**config.mk**
```make
export PLATFORM = sky130hd
export DESIGN_NAME = msf_status_flags
export DESIGN_NICKNAME = d
export VERILOG_FILES = /design/src/include/msf_pkg.sv /design/src/logic/msf_status_flags.sv
export VERILOG_INCLUDE_DIRS = /design/src /design/src/include
export SDC_FILE = /design/constraint.sdc
export NUM_CORES = 1
export LEC_CHECK = 0
export ABC_AREA = 0
export BUFFER_PORTS_ARGS = -buffer_cell sky130_fd_sc_hd__buf_2
export CORE_AREA = 2 2 50 52
export DETAILED_ROUTE_END_ITERATION = 10
export DIE_AREA = 0 0 52 54
export PLACE_DENSITY = 0.84
export SLEW_MARGIN = 20
export SYNTH_ARGS = -nofsm -noshare
export SYNTH_HDL_FRONTEND = slang
export SYNTH_SLANG_ARGS = --single-unit
```
**constraint.sdc**
```tcl
create_clock -name clock -period 1.5 [get_ports clock]
set_input_delay 0.075 -clock clock [delete_from_list [all_inputs] [get_ports clock]]
set_output_delay 0.075 -clock clock [all_outputs]
set_load 0.01 [all_outputs]
```
**src/include/msf_defines.svh**
```systemverilog
// Purpose: Offsets, bit positions and reset values of the metering status flags
// Assumes: 16-bit register words on the serial register port
// Notes: Definitions only
`ifndef MSF_DEFINES_SVH
`define MSF_DEFINES_SVH

`define MSF_STATUS_ADDR 10'h001
`define MSF_STATUS_RESET 16'h0000
`define MSF_BIT_GRP0_CS 14
`define MSF_BIT_GRP1_CS 12
`define MSF_BIT_GRP2_CS 10
`define MSF_BIT_GRP3_CS 8
`define MSF_BIT_VSEQ 7
`define MSF_BIT_ISEQ 6
`define MSF_BIT_DIP 3
`define MSF_BIT_PLOSS 2
`define MSF_LIVE_MASK 16'h55cc
`define MSF_CS_MASK 16'h5500

`endif

```
**src/include/msf_pkg.sv**
```systemverilog
// Purpose: Types of the metering status flags block
// Assumes: Constants come from msf_defines.svh
// Notes: State is one packed struct
`default_nettype none
package msf_pkg;

    typedef struct packed {
        logic [15:0] flags;
        logic [15:0] rdata;
        logic rvalid;
        logic irq;
        logic warn;
    } msf_state_type;

endpackage

`default_nettype wire

```
**src/logic/msf_status_flags.sv**
```systemverilog
// Purpose: Read-to-clear system status flags with interrupt and warning pins
// Assumes: Detector and checksum inputs are levels synchronous to clock
// Notes: Enable register layout lives outside; its 16 bits arrive as a port
`timescale 1ns/1ps
`default_nettype none
`include "msf_defines.svh"

module msf_status_flags
    import msf_pkg::*;
#(
    parameter int ADDR_W = 10
)
(
    input wire logic clock,
    input wire logic sys_rst,
    input wire logic reg_rd,
    input wire logic [ADDR_W-1:0] reg_addr,
    output logic [15:0] reg_rdata,
    output logic reg_rvalid,
    input wire logic [15:0] first_function_enable,
    input wire logic group0_checksum_error,
    input wire logic group1_checksum_error,
    input wire logic group2_checksum_error,
    input wire logic group3_checksum_error,
    input wire logic voltage_sequence_error,
    input wire logic current_sequence_error,
    input wire logic voltage_dip_detect,
    input wire logic phase_loss_detect,
    output logic first_interrupt_pin,
    output logic warning_output_pin
);

    // Refused at elaboration: the register map needs at least nine address bits
    if (ADDR_W < 9 || ADDR_W > 16)
    begin : g_addr_w_check
        $error("ADDR_W must lie between 9 and 16");
    end

    msf_state_type st_r;
    msf_state_type st_nxt;
    logic [15:0] cond;
    logic status_rd;

    // Map detector levels onto their flag positions
    function automatic logic [15:0] cond_vec(
        input logic g0,
        input logic g1,
        input logic g2,
        input logic g3,
        input logic vs,
        input logic is,
        input logic dip,
        input logic pl
    );
        logic [15:0] v;
        v = 16'h0000;
        v[`MSF_BIT_GRP0_CS] = g0;
        v[`MSF_BIT_GRP1_CS] = g1;
        v[`MSF_BIT_GRP2_CS] = g2;
        v[`MSF_BIT_GRP3_CS] = g3;
        v[`MSF_BIT_VSEQ] = vs;
        v[`MSF_BIT_ISEQ] = is;
        v[`MSF_BIT_DIP] = dip;
        v[`MSF_BIT_PLOSS] = pl;
        return v & `MSF_LIVE_MASK;
    endfunction

    function automatic logic any_set(
        input logic [15:0] vec,
        input logic [15:0] mask
    );
        return |(vec & mask);
    endfunction

    assign cond = cond_vec(group0_checksum_error, group1_checksum_error,
        group2_checksum_error, group3_checksum_error, voltage_sequence_error,
        current_sequence_error, voltage_dip_detect, phase_loss_detect);
    assign status_rd = reg_rd && (reg_addr == ADDR_W'(`MSF_STATUS_ADDR));

    always_comb
    begin
        st_nxt = st_r;
        st_nxt.rvalid = reg_rd;
        if (reg_rd)
        begin
            // Other addresses belong to other blocks and answer zero here
            st_nxt.rdata = status_rd ? st_r.flags : 16'h0000;
        end
        // Set wins over the clearing read so no event is lost
        st_nxt.flags = ((status_rd ? 16'h0000 : st_r.flags) | cond)
            & `MSF_LIVE_MASK;
        st_nxt.irq = any_set(st_nxt.flags, first_function_enable);
        st_nxt.warn = any_set(st_nxt.flags, `MSF_CS_MASK);
    end

    always_ff @(posedge clock)
    begin
        if (sys_rst)
        begin
            st_r.flags <= `MSF_STATUS_RESET;
            st_r.rdata <= 16'h0000;
            st_r.rvalid <= 1'b0;
            st_r.irq <= 1'b0;
            st_r.warn <= 1'b0;
        end
        else
        begin
            st_r <= st_nxt;
        end
    end

    assign reg_rdata = st_r.rdata;
    assign reg_rvalid = st_r.rvalid;
    assign first_interrupt_pin = st_r.irq;
    assign warning_output_pin = st_r.warn;
endmodule

`default_nettype wire

```
-- Yosys cells after proc, flatten, opt, wreduce, memory -nomap -nowiden
Cells that the tools add are included.
- memories kept: 0
- flip-flop bits (word level): 27
- memory bits (writable): 0
- bits of input ports: 37
- latch bits: 0
- logic and storage cells: 13
- ROM bits: 0
- output and inout port bits: 19
- $mul: 0
- multiplexer cells: 2
- divide/modulo/power cells: 0
- $lt $le $gt $ge: 0
- equality and inequality tests: 1
- reductions and logical operators: 3
- bitwise logic cells: 2
- shift-type cells: 0
- add/sub/neg operators: 0
- operators by type and width (kind ; count):
    2-to-1 mux 15 bit ; 2
    AND 15 x 16 -> 16 bit ; 1
    OR reduction 16 bit ; 1
    OR 15 bit ; 1
    equality test 10 x 1 -> 1 bit (second input constant) ; 1
    OR reduction 4 bit ; 1
    logical AND 1 bit ; 1

-- Longest topological paths before layout
- depth in word-level cells: 6
- gate-level depth with buffers: 6
- depth with buffers taken out: 5

-- Worst setup path before layout
Ideal clock, no wire load.
- kind: input to register
- from: input port reg_addr[5]
- to: register st_r, in the netlist first_interrupt_pin
- path buffers: 1
- setup slack: 0.374 ns
- data arrival time: 0.994 ns
- stages: 6
- data required time: 1.368 ns
- library setup time: 0.132 ns
- path through: nor4_4 nand3_2 buf_6 a21oi_1 o22a_1 a31oi_1
- longest elaborated chain between the ends: 6
- RTL lines (what ; line ; text):
    start, declared ; msf_status_flags.sv:17 ; input wire logic [ADDR_W-1:0] reg_addr,
    equality test 10 x 1 -> 1 bit ; msf_status_flags.sv:78 ; assign status_rd = reg_rd && (reg_addr == ADDR_W'(`MSF_STATUS_ADDR));
    logical AND 1 bit ; msf_status_flags.sv:78 ;
    2-to-1 mux 15 bit ; msf_status_flags.sv:90 ; st_nxt.flags = ((status_rd ? 16'h0000 : st_r.flags) | cond)
    OR 15 bit ; msf_status_flags.sv:90 ;
    AND 15 x 16 -> 16 bit ; msf_status_flags.sv:72 ; return |(vec & mask);
    OR reduction 16 bit ; msf_status_flags.sv:72 ;
    end signal, assigned ; msf_status_flags.sv:108 ; st_r <= st_nxt;
    end, declared ; msf_status_flags.sv:39 ; msf_state_type st_r;
Every way passes these cells.
A chain may end at the register's enable or synchronous reset.

-- Final worst setup path
Ends and elaborated chain as after synthesis.

==> metrics.yaml <==
diodes: 0
drt_iter0_drc: 17
setup_viol: 0
syn_to_final_growth_pct: 15.7
avgSynthCellArea_um2: 8.66
die-area_mm2: 0.00281
fmax_mhz: 877
worst_setup_path_end_kind: "flop"
fin_skew_ps: 0.979
grt_first_pass_wirelength_um: 2800
critPathRequiredTime_ps: 1670
status: "finished clean"
coreArea_mm2: 0.00232
grt_pass1_vias: 693
cts_tree: "done"
fp.dieH_um: 54
async_flop_share_pct: 0
cp.arrival_ps: 1310
ys_warn_count: 0
dp_slack_ps: 44.8
post-route-period-util_pct: 76.0
final_area_mm2: 0.00104
ant_nets: 0
vdd_drop_max_mv: 0.312
holdPathStages: 3
track_usage_pct: 13.6
synth_top_area_cell: "dfxtp_1"
synth_area_leaders: "dfxtp_1 42%, buf_4 13%, a21oi_1 9.4%"
period_needed_ps: 1140
vias: 781
rsz0062_at_grt: "false"
grt_max_degree: 20
synth-edff-count: 0
max_cap_viol_count: 0
ys_seq_area_share_pct: 42.2
slowest_delay_ps: 290
powerDensity_mw_per_mm2: 864
synth_cell_types: 23
synth_commonest_cells: "19 x dfxtp_1, 17 x a21oi_1, 16 x buf_4, 16 x nor2_1, 8 x and2b_1"
crit_path_top_delay_cell: "nor4_4"
drt-total-wl_um: 1850
drc: 0
path_delay_family: "compound AO/OA/AOI/OAI gates"
layout.nets: 172
root_buffer: "clkbuf_4"
fp.dieW_um: 52
clk_latency_ps: 290
cts_sinks: 19
ioPinCount: 56
clockBufferDepth: 2
cts_buffers: 3
io_buffers: 39
fin_util_pct: 44.9
synth_top_cell_area_share_pct: 42.2
initial_core_util_pct: 38.8
reg2reg_depth: 4
gp_congestion: 0.800
post-synth-top-count-cell: "dfxtp_1"
hold_violations: 0
routed_via_density: 4.76
path_clk_slew_ps: 100
post-cts-setup-buffer-count: 0
yosys_most_used_dff: "dfxtp_1"
synth_area_um2: 901
leakage_nw: 0.539
ys_seq_elements: 19
antenna_found_initial: 0
crit_fanout: 12
cts.hold.buffers_added: 0
grt_overflow: 0
dp_hpwl_um: 1410
rows: 18
drt_pre_antenna_iters: 4
slew_violations: 0
cts_resized: 0
crit_cells: 6
placed_area_mm2: 0.00102
setup_ws_ps: 359
start_kind: "input pin"
cp_cell_sequence: "buf_2, nor4_4, nand3_2, o21ai_0, o2111a_1, a31oi_1"
wl_per_cell_um: 11.3
htree_levels: 1
tns_ps: 0
crit_buf_inv: 1
critPathKind: "input pin to flop"
hold_path_class: "input pin to flop"
final_layout_size_suffix_gt1_share_pct: 32.8
syn-instance-count: 104
-- metrics by stage --
stage               hold slack [ps]  cells  power [W]
detailed placement              311    160   0.000664
global placement                305    160   0.000660
global route                   36.6    164   0.000936
CTS                            12.7    164   0.000902
finish                         2.90    164   0.000900
floorplan                       192    111   0.000619
-- logic make-up after synthesis --
group / after synthesis / share of synthesized area (%)
AO/OA/AOI/OAI: 28 / 18.5
buffers and inverters: 25 / 18.1
flip-flops: 19 / 42.2
other: 1 / 0.416
AND/OR/NAND/NOR: 31 / 20.8
-- placed cells by master (no fill, tap or decap), types with 2 or more instances in the layout --
master    netlist  layout
a21oi_1        17      17
o21a_1          3       3
dfxtp_1        19      19
and2b_1         8       8
inv_1           5       5
buf_2           1      39
o22a_1          2       2
nor2_1         16      16
clkbuf_4        0       3
conb_1          1       8
o21ai_0         3       3
-- area by class of cell --
type,instances,area [um2]
inverter,5,18.8
clock buffer,4,26.3
tap,30,37.5
multi-input combinational,67,384
timing repair buffer,39,195
sequential,19,380
fill,230,1280
-- report_power, final --
group          internal, W  leakage [nW]  switching (W)  total (W)
combinational    0.0000552         0.367      0.0000601   0.000115
clock             0.000103        0.0150       0.000144   0.000247
sequential        0.000524         0.157      0.0000133   0.000538
total             0.000683         0.539       0.000217   0.000900
-- final timing paths --
| check | startpoint | to | slack [ps] |
|---|---|---|---|
| worst max-delay path | reg_addr[5] | first_interrupt_pin | 360 |
| worst min register to register | st_r[26] | reg_rdata[7] | 500 |
| worst min-delay path | current_sequence_error | st_r[25] | 3 |
| worst max register to register | st_r[27] | first_interrupt_pin | 440 |
-- tightest hold or removal path: cells and delay by family --
| kind | cells | cell delay [ps] |
|---|---|---|
| buffers and inverters | 1 | 70 |
| AND/OR/NAND/NOR | 1 | 70 |
| AO/OA/AOI/OAI | 1 | 40 |
-- state kept, by name, summed over array words and instances (netlist names) --
| name | count |
|---|---|
| reg_rdata | 8 |
| st_r | 8 |
| first_interrupt_pin | 1 |
| reg_rvalid | 1 |
| warning_output_pin | 1 |
-- metal layers --
metal,share of wire [%],track usage [%],vias up
met5,0,0,-
met4,1.7,10.1,0
met3,8.1,2.50,4
met2,48,23.4,39
met1,42,15.1,352
li1,-,-,386
No activity file was read; power rests on OpenSTA's default activity.
